$ cat src/power_clock_pkg.sv
// constants, field layouts and state types of the power clock generator
// assumes a 50 MHz system clock and a plain one-cycle register port
package power_clock_pkg;

  // clock rates and derived dividers
  localparam int SYS_HZ = 50_000_000;
  localparam int SLOW_HZ = 32768;
  localparam int SLOW_DIV = SYS_HZ / SLOW_HZ; // sys cycles per slow tick
  localparam int OSC_TICK_DIV = 8; // oscillator counter step, in cycles
  localparam int BACKUP_STRETCH = 32768; // slow cycles of backup reset
  localparam int SWITCH_TICKS = 2; // ticks of each clock in a switch
  localparam int MAIN_DIV_DEFAULT = 4; // modelled crystal rate divider

  // register offsets
  localparam logic [7:0] SYS_CLK_ENABLE_OFS = 8'h00;
  localparam logic [7:0] SYS_CLK_DISABLE_OFS = 8'h04;
  localparam logic [7:0] SYS_CLK_STATUS_OFS = 8'h08;
  localparam logic [7:0] CLOCK_GEN_MODE_OFS = 8'h20;
  localparam logic [7:0] POWER_CTRL_OFS = 8'h28;
  localparam logic [7:0] POWER_MODE_OFS = 8'h2c;
  localparam logic [7:0] POWER_STATUS_OFS = 8'h30;

  // reset values
  localparam logic [31:0] CGMR_RESET = 32'h0000_0000;
  localparam logic [1:0] POWER_MODE_RESET = 2'h1;
  localparam logic [2:0] PRESCALE_MAX = 3'h6;

  // master clock sources; code 3 is refused
  typedef enum logic [1:0] {
    SRC_SLOW = 2'b00,
    SRC_MAIN = 2'b01,
    SRC_PLL = 2'b10
  } source_type;

  // clock source switch sequence
  typedef enum logic [1:0] {
    SW_RUN = 2'b00,
    SW_DRAIN_OLD = 2'b01,
    SW_FILL_NEW = 2'b11
  } switch_type;

  // clock_gen_mode_reg layout
  typedef struct packed {
    logic [1:0] reserved_hi;
    logic [5:0] lock_count_field;
    logic [1:0] clock_source_select;
    logic [5:0] multiplier_field;
    logic [7:0] osc_startup_count;
    logic clock_out_disable_bit;
    logic [2:0] prescale;
    logic [1:0] reserved_lo;
    logic osc_bypass_bit;
    logic osc_enable_bit;
  } cgmr_type;

  // power_status_reg layout
  typedef struct packed {
    logic [28:0] zero;
    logic slow_event_flag;
    logic lock_flag;
    logic osc_stable_flag;
  } status_type;

endpackage

$ cat src/power_clock_generator.sv
// clock generation and power modes: oscillator, multiplier, source switch
// assumes one 50 MHz sys_clk; external clocks appear as enable pulses
//
// Functional notes
// - backup reset held 32768 slow cycles after battery reset pin release.
// - main oscillator is disabled after reset.
// - clearing oscillator enable stops it and clears the stable flag.
// - enabling loads startup count, decremented every 8 cycles, zero sets stable.
// - bypass takes the clock straight from the crystal input pin.
// - multiplier output runs at multiplier field plus one times input.
// - multiplier field zero, or reset, disables the multiplier.
// - new multiplier value clears lock and loads lock counter per slow tick.
// - lock count n gives n+1 slow cycles before lock is set.
// - multiplier change restarts lock; output bypassed while lock is clear.
// - lock waits for both oscillator and lock counters to expire.
// - source select picks slow, main oscillator or multiplier clock.
// - leaving slow clock is refused unless oscillator is enabled and stable.
// - disabling the multiplier is refused while it is or becomes selected.
// - disabling the oscillator is refused unless slow clock is selected.
// - slow event flag set when switch onto slow clock completes.
// - prescaler divides by a power of two, 1 to 64, one after reset.
// - idle stops core clock until interrupt; peripherals keep running.
// - after reset the block runs from the slow clock.
// - power-down keeps main power off until wake edge or alarm.
// - clock-out disable bit tri-states the master clock output.
// - core clock enabled at reset, re-enabled by any enabled interrupt.
//
// Design decisions made here: the address-and-strobe port and the register addresses.
`timescale 1ns/1ns
module power_clock_generator #(
  parameter int BACKUP_CYCLES = power_clock_pkg::BACKUP_STRETCH,
  parameter int MAIN_DIV = power_clock_pkg::MAIN_DIV_DEFAULT
) (
  input wire logic sys_clk,
  input wire logic srst,
  input wire logic [7:0] reg_addr,
  input wire logic [31:0] reg_wdata,
  input wire logic reg_write,
  input wire logic reg_read,
  output logic [31:0] reg_rdata,
  input wire logic battery_reset_pin_n,
  input wire logic crystal_input_pin,
  input wire logic wake_pin,
  input wire logic alarm_event,
  input wire logic irq_request,
  output logic backup_reset,
  output logic master_clock_en,
  output logic core_clock_en,
  output logic peripheral_clock_en,
  output logic master_clock_out_pin,
  output logic master_clock_out_oe,
  output logic main_power_on,
  output power_clock_pkg::source_type master_source
);
  import power_clock_pkg::*;

  cgmr_type cgmr;
  cgmr_type wr_mode;
  status_type status;
  switch_type sw_state;
  source_type target_src;
  logic [2:0] pin_sync [0:2];
  logic [2:0] pin_level;
  logic xtal_prev;
  logic wake_prev;
  logic [10:0] slow_div;
  logic slow_tick;
  logic [15:0] backup_cnt;
  logic [2:0] osc_div;
  logic osc_tick;
  logic [7:0] osc_cnt;
  logic osc_stable;
  logic [7:0] main_div;
  logic main_tick;
  logic [7:0] pll_pending;
  logic pll_tick;
  logic [5:0] lock_cnt;
  logic lock;
  logic [1:0] sw_cnt;
  logic sel_tick;
  logic [5:0] pre_cnt;
  logic master_tick;
  logic slow_event;
  logic core_on;
  logic [1:0] power_mode;
  logic cgmr_wr;
  logic forbidden;
  logic cgmr_ok;
  logic mul_change;

  // tick of one clock source
  function automatic logic src_tick(source_type s, logic slow_t,
                                    logic main_t, logic pll_t);
    unique case (s)
      SRC_SLOW: src_tick = slow_t;
      SRC_MAIN: src_tick = main_t;
      SRC_PLL: src_tick = pll_t;
      default: src_tick = 1'b0;
    endcase
  endfunction

  // prescaler wrap value for a power of two, clamped at 64
  function automatic logic [5:0] pre_mask(logic [2:0] p);
    logic [2:0] c;
    c = (p > PRESCALE_MAX) ? PRESCALE_MAX : p;
    pre_mask = 6'((7'h01 << c) - 7'h01);
  endfunction

  // pin synchronisers: battery reset, crystal input, wake
  always_ff @(posedge sys_clk) begin
    for (int i = 0; i < 3; i++) begin
      pin_sync[i] <= {pin_sync[i][1:0], 1'b0};
    end
    pin_sync[0][0] <= battery_reset_pin_n;
    pin_sync[1][0] <= crystal_input_pin;
    pin_sync[2][0] <= wake_pin;
  end

  // a change counts once the second and third stages agree
  always_ff @(posedge sys_clk) begin
    if (srst) begin
      pin_level <= 3'h0;
    end else begin
      for (int i = 0; i < 3; i++) begin
        if (pin_sync[i][1] == pin_sync[i][2]) begin
          pin_level[i] <= pin_sync[i][2];
        end
      end
    end
  end

  // slow clock enable divider
  always_ff @(posedge sys_clk) begin
    if (srst || slow_div == 11'(SLOW_DIV - 1)) begin
      slow_div <= 11'h000;
    end else begin
      slow_div <= slow_div + 11'h001;
    end
  end
  assign slow_tick = (slow_div == 11'(SLOW_DIV - 1));

  // backup reset stretch after the battery reset pin rises
  always_ff @(posedge sys_clk) begin
    if (srst || !pin_level[0]) begin
      backup_cnt <= 16'h0000;
    end else if (slow_tick && backup_cnt != 16'(BACKUP_CYCLES)) begin
      backup_cnt <= backup_cnt + 16'h0001;
    end
  end
  assign backup_reset = !pin_level[0] || backup_cnt != 16'(BACKUP_CYCLES);

  // write filtering of forbidden source and enable combinations
  assign wr_mode = cgmr_type'(reg_wdata);
  assign cgmr_wr = reg_write && reg_addr == CLOCK_GEN_MODE_OFS;
  always_comb begin
    forbidden = 1'b0;
    if (wr_mode.clock_source_select == 2'b11) begin
      forbidden = 1'b1;
    end
    if (wr_mode.clock_source_select != SRC_SLOW &&
        (!cgmr.osc_enable_bit || !osc_stable ||
         !wr_mode.osc_enable_bit)) begin
      forbidden = 1'b1;
    end
    if (wr_mode.multiplier_field == 6'h00 &&
        (master_source == SRC_PLL || target_src == SRC_PLL ||
         wr_mode.clock_source_select == SRC_PLL)) begin
      forbidden = 1'b1;
    end
    if (!wr_mode.osc_enable_bit &&
        (master_source != SRC_SLOW || sw_state != SW_RUN)) begin
      forbidden = 1'b1;
    end
    if (sw_state != SW_RUN &&
        wr_mode.clock_source_select != cgmr.clock_source_select) begin
      forbidden = 1'b1; // one switch at a time
    end
  end
  assign cgmr_ok = cgmr_wr && !forbidden;
  assign mul_change = cgmr_ok &&
                      wr_mode.multiplier_field != cgmr.multiplier_field;

  // mode register
  always_ff @(posedge sys_clk) begin
    if (srst) begin
      cgmr <= cgmr_type'(CGMR_RESET);
    end else if (cgmr_ok) begin
      cgmr <= wr_mode;
      cgmr.reserved_hi <= 2'h0;
      cgmr.reserved_lo <= 2'h0;
    end
  end

  // oscillator counter step every eight cycles
  always_ff @(posedge sys_clk) begin
    if (srst) begin
      osc_div <= 3'h0;
    end else begin
      osc_div <= osc_div + 3'h1;
    end
  end
  assign osc_tick = (osc_div == 3'(OSC_TICK_DIV - 1));

  // oscillator start-up count and stable flag
  always_ff @(posedge sys_clk) begin
    if (srst) begin
      osc_cnt <= 8'h00;
      osc_stable <= 1'b0;
    end else if (cgmr_ok && !wr_mode.osc_enable_bit) begin
      osc_stable <= 1'b0;
    end else if (cgmr_ok && !cgmr.osc_enable_bit) begin
      osc_cnt <= wr_mode.osc_startup_count;
      osc_stable <= 1'b0;
    end else if (cgmr.osc_enable_bit && !osc_stable && osc_tick) begin
      if (osc_cnt == 8'h00) begin
        osc_stable <= 1'b1;
      end else begin
        osc_cnt <= osc_cnt - 8'h01;
      end
    end
  end

  // main clock: internal crystal model or bypassed input pin
  always_ff @(posedge sys_clk) begin
    if (srst || main_div == 8'(MAIN_DIV - 1)) begin
      main_div <= 8'h00;
    end else begin
      main_div <= main_div + 8'h01;
    end
  end
  always_ff @(posedge sys_clk) begin
    if (srst) begin
      xtal_prev <= 1'b0;
    end else begin
      xtal_prev <= pin_level[1];
    end
  end
  assign main_tick = cgmr.osc_enable_bit && osc_stable &&
                     (cgmr.osc_bypass_bit ? (pin_level[1] && !xtal_prev)
                                          : main_div == 8'(MAIN_DIV - 1));

  // multiplier: mul+1 ticks per input tick, saturating backlog
  always_ff @(posedge sys_clk) begin
    if (srst || cgmr.multiplier_field == 6'h00) begin
      pll_pending <= 8'h00;
    end else begin
      pll_pending <= pll_pending
        + ((main_tick && !pll_pending[7])
           ? 8'({2'b00, cgmr.multiplier_field} + 8'h01) : 8'h00)
        - ((pll_pending != 8'h00) ? 8'h01 : 8'h00);
    end
  end
  assign pll_tick = lock ? (pll_pending != 8'h00) : main_tick;

  // lock counter and lock flag
  always_ff @(posedge sys_clk) begin
    if (srst) begin
      lock_cnt <= 6'h00;
      lock <= 1'b0;
    end else if (mul_change) begin
      lock <= 1'b0;
      lock_cnt <= wr_mode.lock_count_field;
    end else if (cgmr.multiplier_field == 6'h00 || !osc_stable ||
                 (cgmr_ok && !wr_mode.osc_enable_bit)) begin
      lock <= 1'b0;
    end else if (!lock && slow_tick) begin
      if (lock_cnt != 6'h00) begin
        lock_cnt <= lock_cnt - 6'h01;
      end else begin
        lock <= 1'b1;
      end
    end
  end

  // glitch-free source switch: drain old clock, then fill with new one
  always_ff @(posedge sys_clk) begin
    if (srst) begin
      sw_state <= SW_RUN;
      sw_cnt <= 2'h0;
      master_source <= SRC_SLOW;
      target_src <= SRC_SLOW;
    end else begin
      unique case (sw_state)
        SW_RUN: begin
          if (cgmr_ok && wr_mode.clock_source_select != master_source) begin
            target_src <= source_type'(wr_mode.clock_source_select);
            sw_state <= SW_DRAIN_OLD;
            sw_cnt <= 2'h0;
          end
        end
        SW_DRAIN_OLD: begin
          if (src_tick(master_source, slow_tick, main_tick, pll_tick)) begin
            if (sw_cnt == 2'(SWITCH_TICKS - 1)) begin
              sw_state <= SW_FILL_NEW;
              sw_cnt <= 2'h0;
            end else begin
              sw_cnt <= sw_cnt + 2'h1;
            end
          end
        end
        SW_FILL_NEW: begin
          if (src_tick(target_src, slow_tick, main_tick, pll_tick)) begin
            if (sw_cnt == 2'(SWITCH_TICKS - 1)) begin
              sw_state <= SW_RUN;
              master_source <= target_src;
            end else begin
              sw_cnt <= sw_cnt + 2'h1;
            end
          end
        end
        default: sw_state <= SW_RUN;
      endcase
    end
  end
  assign sel_tick = (sw_state == SW_RUN) &&
                    src_tick(master_source, slow_tick, main_tick, pll_tick);

  // power-of-two prescaler
  always_ff @(posedge sys_clk) begin
    if (srst) begin
      pre_cnt <= 6'h00;
    end else if (sel_tick) begin
      pre_cnt <= (pre_cnt >= pre_mask(cgmr.prescale)) ? 6'h00
                                                      : pre_cnt + 6'h01;
    end
  end
  assign master_tick = sel_tick && pre_cnt >= pre_mask(cgmr.prescale);

  // master, core and peripheral clock enables and clock output pin
  always_ff @(posedge sys_clk) begin
    if (srst) begin
      master_clock_en <= 1'b0;
      core_clock_en <= 1'b0;
      peripheral_clock_en <= 1'b0;
      master_clock_out_pin <= 1'b0;
      master_clock_out_oe <= 1'b0;
    end else begin
      master_clock_en <= master_tick;
      core_clock_en <= master_tick && core_on;
      peripheral_clock_en <= master_tick;
      master_clock_out_oe <= !cgmr.clock_out_disable_bit;
      if (master_tick) begin
        master_clock_out_pin <= !master_clock_out_pin;
      end
    end
  end

  // core clock: idle on disable write, woken by an enabled interrupt
  always_ff @(posedge sys_clk) begin
    if (srst) begin
      core_on <= 1'b1;
    end else if (irq_request ||
                 (reg_write && reg_addr == SYS_CLK_ENABLE_OFS &&
                  reg_wdata[0])) begin
      core_on <= 1'b1;
    end else if (reg_write && reg_addr == SYS_CLK_DISABLE_OFS &&
                 reg_wdata[0]) begin
      core_on <= 1'b0;
    end
  end

  // slow event flag: set on completed switch to slow, cleared by read
  always_ff @(posedge sys_clk) begin
    if (srst) begin
      slow_event <= 1'b0;
    end else if (sw_state == SW_FILL_NEW && target_src == SRC_SLOW &&
                 slow_tick && sw_cnt == 2'(SWITCH_TICKS - 1)) begin
      slow_event <= 1'b1;
    end else if (reg_read && reg_addr == POWER_STATUS_OFS) begin
      slow_event <= 1'b0;
    end
  end

  // power mode and main supply: shutdown command, wake edge or alarm
  always_ff @(posedge sys_clk) begin
    if (srst) begin
      power_mode <= POWER_MODE_RESET;
      wake_prev <= 1'b0;
      main_power_on <= 1'b1;
    end else begin
      wake_prev <= pin_level[2];
      if (reg_write && reg_addr == POWER_MODE_OFS) begin
        power_mode <= reg_wdata[1:0];
      end
      if ((pin_level[2] != wake_prev && pin_level[2] == power_mode[0]) ||
          (alarm_event && power_mode[1])) begin
        main_power_on <= 1'b1;
      end else if (reg_write && reg_addr == POWER_CTRL_OFS &&
                   reg_wdata[0]) begin
        main_power_on <= 1'b0;
      end
    end
  end

  // read data, valid only in the cycle after the read strobe
  assign status = '{zero: 29'h0, slow_event_flag: slow_event,
                    lock_flag: lock, osc_stable_flag: osc_stable};
  always_ff @(posedge sys_clk) begin
    if (srst || !reg_read) begin
      reg_rdata <= 32'h0000_0000;
    end else begin
      unique case (reg_addr)
        SYS_CLK_STATUS_OFS: reg_rdata <= {31'h0000_0000, core_on};
        CLOCK_GEN_MODE_OFS: reg_rdata <= cgmr;
        POWER_MODE_OFS: reg_rdata <= {30'h0000_0000, power_mode};
        POWER_STATUS_OFS: reg_rdata <= status;
        default: reg_rdata <= 32'h0000_0000;
      endcase
    end
  end
endmodule

$ cat config.mk
export PLATFORM = sky130hd
export DESIGN_NAME = power_clock_generator
export DESIGN_NICKNAME = d
export VERILOG_FILES = /design/src/power_clock_pkg.sv /design/src/power_clock_generator.sv
export SDC_FILE = /design/constraint.sdc
export NUM_CORES = 1
export LEC_CHECK = 0
export BUFFER_PORTS_ARGS = -buffer_cell sky130_fd_sc_hd__buf_2
export CORE_ASPECT_RATIO = 0.6
export CORE_MARGIN = 10
export CORE_UTILIZATION = 50
export DETAILED_ROUTE_END_ITERATION = 8
export MAX_ROUTING_LAYER = met4
export PLACE_DENSITY = 0.74
export SETUP_SLACK_MARGIN = 0.2
export SYNTH_ARGS = -nofsm -noshare
export SYNTH_HDL_FRONTEND = slang
export SYNTH_SLANG_ARGS = --single-unit
$ cat constraint.sdc
create_clock -name sys_clk -period 4.4 [get_ports sys_clk]
set_input_delay 1.32 -clock sys_clk [delete_from_list [all_inputs] [get_ports sys_clk]]
set_output_delay 1.32 -clock sys_clk [all_outputs]
set_load 0.05 [all_outputs]
==> reports/results.txt <==
Max cap viols = 0
Worst path most repeated cell = a21o_1
Clock sinks = 156
CTS tree = yes
Vias in the first global route = 5708
Crit Reg-Reg Startpoint = main_div[0]
Vias = 5919
Hold Crit Depth = 0
Initial antenna violation count = 0
PD cells = 373 nW/um2
Syn avg cell area = 8.47 um2
Synth Register Bits = 156
Status = finished, final reports clean
Clk_lat worst skew = 420 ps
Slew margin rel. = 46.5%
Fin. Hold Viols = 0
Mapped Area = 7200 um2
Post-CTS Hold Fix Bufs = 0
Post-DRT Antenna Nets = 0
CP endpoint kind = flip-flop
Cells after Synth = 850
Routed WL per cell = 15.2 um
Clock root buffer = clkbuf_16
Most common cell in the netlist = dfxtp_1
Gr usage total = 17.8%
Boundary Pins = 90
Fmax = 255 MHz
First-pass GRT wire length = 28.6 mm
Post-route DRC violation count = 0
Worst endpoint required time = 4700 ps
Worst setup path category = flip-flop to flip-flop
Fin crit share = 89.0%
Pin slew with the least headroom to its limit = 795 ps
Reg2Reg Capture Point = pll_pending[6]
Hold Path Class = flip-flop to flip-flop
Max FO, Critical Path = 4
Synth top cells by count = dfxtp_1 (156), nand2_1 (108), nor2_1 (83)
Max IR drop VDD = 215 uV
Pre-antenna DRT Iters = 6
Die Ht = 113 um
Largest net degree at the start of global routing = 40
Worst EP arrival = 4220 ps
Setup TNS = 0 ps
Drt via density = 5.26
Worst Setup Start Kind = flip-flop
Area after DPL = 7750 um2
R2R depth = 16
Final setup viols = 0
Total power = 3.12 mW
Sequential area share after synthesis = 43.4%
Register area = 3120 um2
Clock slew at reported path FFs = 60 ps
Rows = 33
Asr flop ratio synth = 0%
Diode count = 0
Multi-input gate area = 3720 um2
EDFF count, synth = 0
Design area = 8380 um2
Synth area leaders = dfxtp_1 (43%), ha_1 (6.3%), nand2_1 (5.6%)
DRT iter0 DRCs = 544
H-tree depth = 4
Max incr delay on CP = 480 ps
Port Buffers = 82
Netlist cell types = 61
Synth Warn # = 0
Cell taking the most area after synthesis = dfxtp_1
GP Congestion = 0.889
Hold Startpoint = pin_sync[0][3]
Fill cell count = 1205
CP Cell Sequence = ha_2 > or4b_4 > o32a_1 > or2_2 > nor2_4 > nand2_1 > ha_1 > inv_1 > ha_1 > fa_2 > a21o_1 > a21o_1 > a21o_1 > a21oi_1 > xor2_1 > nor2_1
Die width = 175 um
Max Slew Vio Count = 0
WHS Endpoint = pin_sync[0][4]
Nets = 1007
Clk buf depth = 2
Initial Utilization = 51.9%
Ys flop type = dfxtp_1
CTS buffer count = 17
Leak pwr = 3.33 nW
Post-CTS Setup Inserts = 0
Layout Skew = 7.80 ps
RSZ-0062 raised after global routing = no
Die ar. = 19800 um2
CP max stage cell = or4b_4
WL final = 17.1 mm
Share of layout cells above drive strength 1 = 14.5%
Core Footprint = 13900 um2
Reg2Reg Setup Slack = 480 ps
Grt total ovfl = 0
Detailed placer's ending HPWL = 12.3 mm
Yosys top cell area share = 43.4%
Minimum clock period = 3920 ps
Syn-to-layout area delta = 16.4%
layout make-up:
class	instances	share of cell area [%]
well taps	192	2.87
clock inverters	13	2.27
inverters	54	2.42
clock buffers	18	5.12
multi-input cells	601	44.3
flip-flops and latches	156	37.3
repair buffers	91	5.70
through the flow:
step	util, %	std cells	hold slack, ps	setup WS, ps
after global routing	60.4	1125	339	203
after CTS	60.3	1125	337	337
final	60.4	1125	336	485
after floorplan	-	852	310	586
after detailed placement	55.8	1094	315	356
after global placement	55.8	1094	310	421
critical path, delay by kind of cell, from the launching register on:
| kind | cells | cell delay [ps] |
|---|---|---|
| AOI/OAI and AO/OA | 5 | 1090 |
| xor gates and xnor gates | 1 | 170 |
| adders and majority gates | 4 | 1060 |
| buffers and inverters | 1 | 40 |
| DFF | 1 | 370 |
| and+or+nand+nor | 5 | 1080 |
layout by cell type (no fill, tap or decap), types with 10 or more instances in the layout:
master	Yosys	final
a21o_1	12	12
a21oi_1	62	62
and2_1	26	26
and3_1	10	10
buf_2	3	82
clkbuf_16	0	17
dfxtp_1	156	156
ha_1	36	35
inv_1	54	54
nand2_1	108	108
nand2b_1	12	12
nand3_1	22	22
nand4_1	13	13
nor2_1	83	81
nor2b_1	12	12
nor3_1	25	25
nor4_1	11	11
o21ai_0	17	17
or3_1	15	15
xnor2_1	29	29
xor2_1	25	25
per-layer routing:
layer | global-route usage [%] | vias up | share of wire (%)
met5 | - | - | 0
met4 | 5.85 | 0 | 1.3
met3 | 3.82 | 21 | 5.6
met2 | 24.4 | 160 | 40
met1 | 25.3 | 2722 | 53
li1 | - | 3016 | -
logic make-up after synthesis:
logic type,count (synthesis),synth area share (%)
multiplexers,11,1.56
adder cells (fa/ha/maj),38,6.69
AND/OR/NAND/NOR,361,24.7
AO/OA/AOI/OAI,134,11.7
buffers and inverters,95,5.32
other,1,0.0521
flip-flops,156,43.4
XOR/XNOR,54,6.57
power by group:
group          switching, mW  leakage [nW]  internal [mW]
clock                  0.606         0.301          0.952
combinational         0.0775          1.76         0.0460
sequential            0.0132          1.26           1.43
sequential cells by signal, summed over array words and instances, names as in the netlist, 2 cells and up:
signal / cells
pin_sync: 9
backup_cnt: 16
pin_level: 3
sw_cnt: 2
pre_cnt: 6
pll_pending: 8
master_source: 2
lock_cnt: 6
power_mode: 2
reg_rdata: 29
slow_div: 11
osc_div: 3
osc_cnt: 8
sw_state: 2
cgmr: 28
target_src: 2
main_div: 8
what timing repair did:
item / 4_1_cts / 5_1_grt
resized for setup: 0 / 4
setup endpoints to repair: 0 / 2
endpoints found under the hold margin: 0 / 0
worst max path at each step:
| stage | startpoint | endpoint | slack (ps) | depth (start not counted) |
|---|---|---|---|---|
| 6_report | main_div[0] | pll_pending[6] | 480 | 16 |
| 2_1_floorplan | main_div[0] | pll_pending[6] | 590 | 16 |
| 4_1_cts | main_div[0] | pll_pending[6] | 340 | 16 |
| 5_1_grt | main_div[0] | pll_pending[7] | 200 | 16 |
| 3_5_place_dp | main_div[0] | pll_pending[6] | 360 | 16 |
| 3_3_place_gp | main_div[0] | pll_pending[6] | 420 | 16 |
Note: power is estimated with default switching activity, not from simulation.
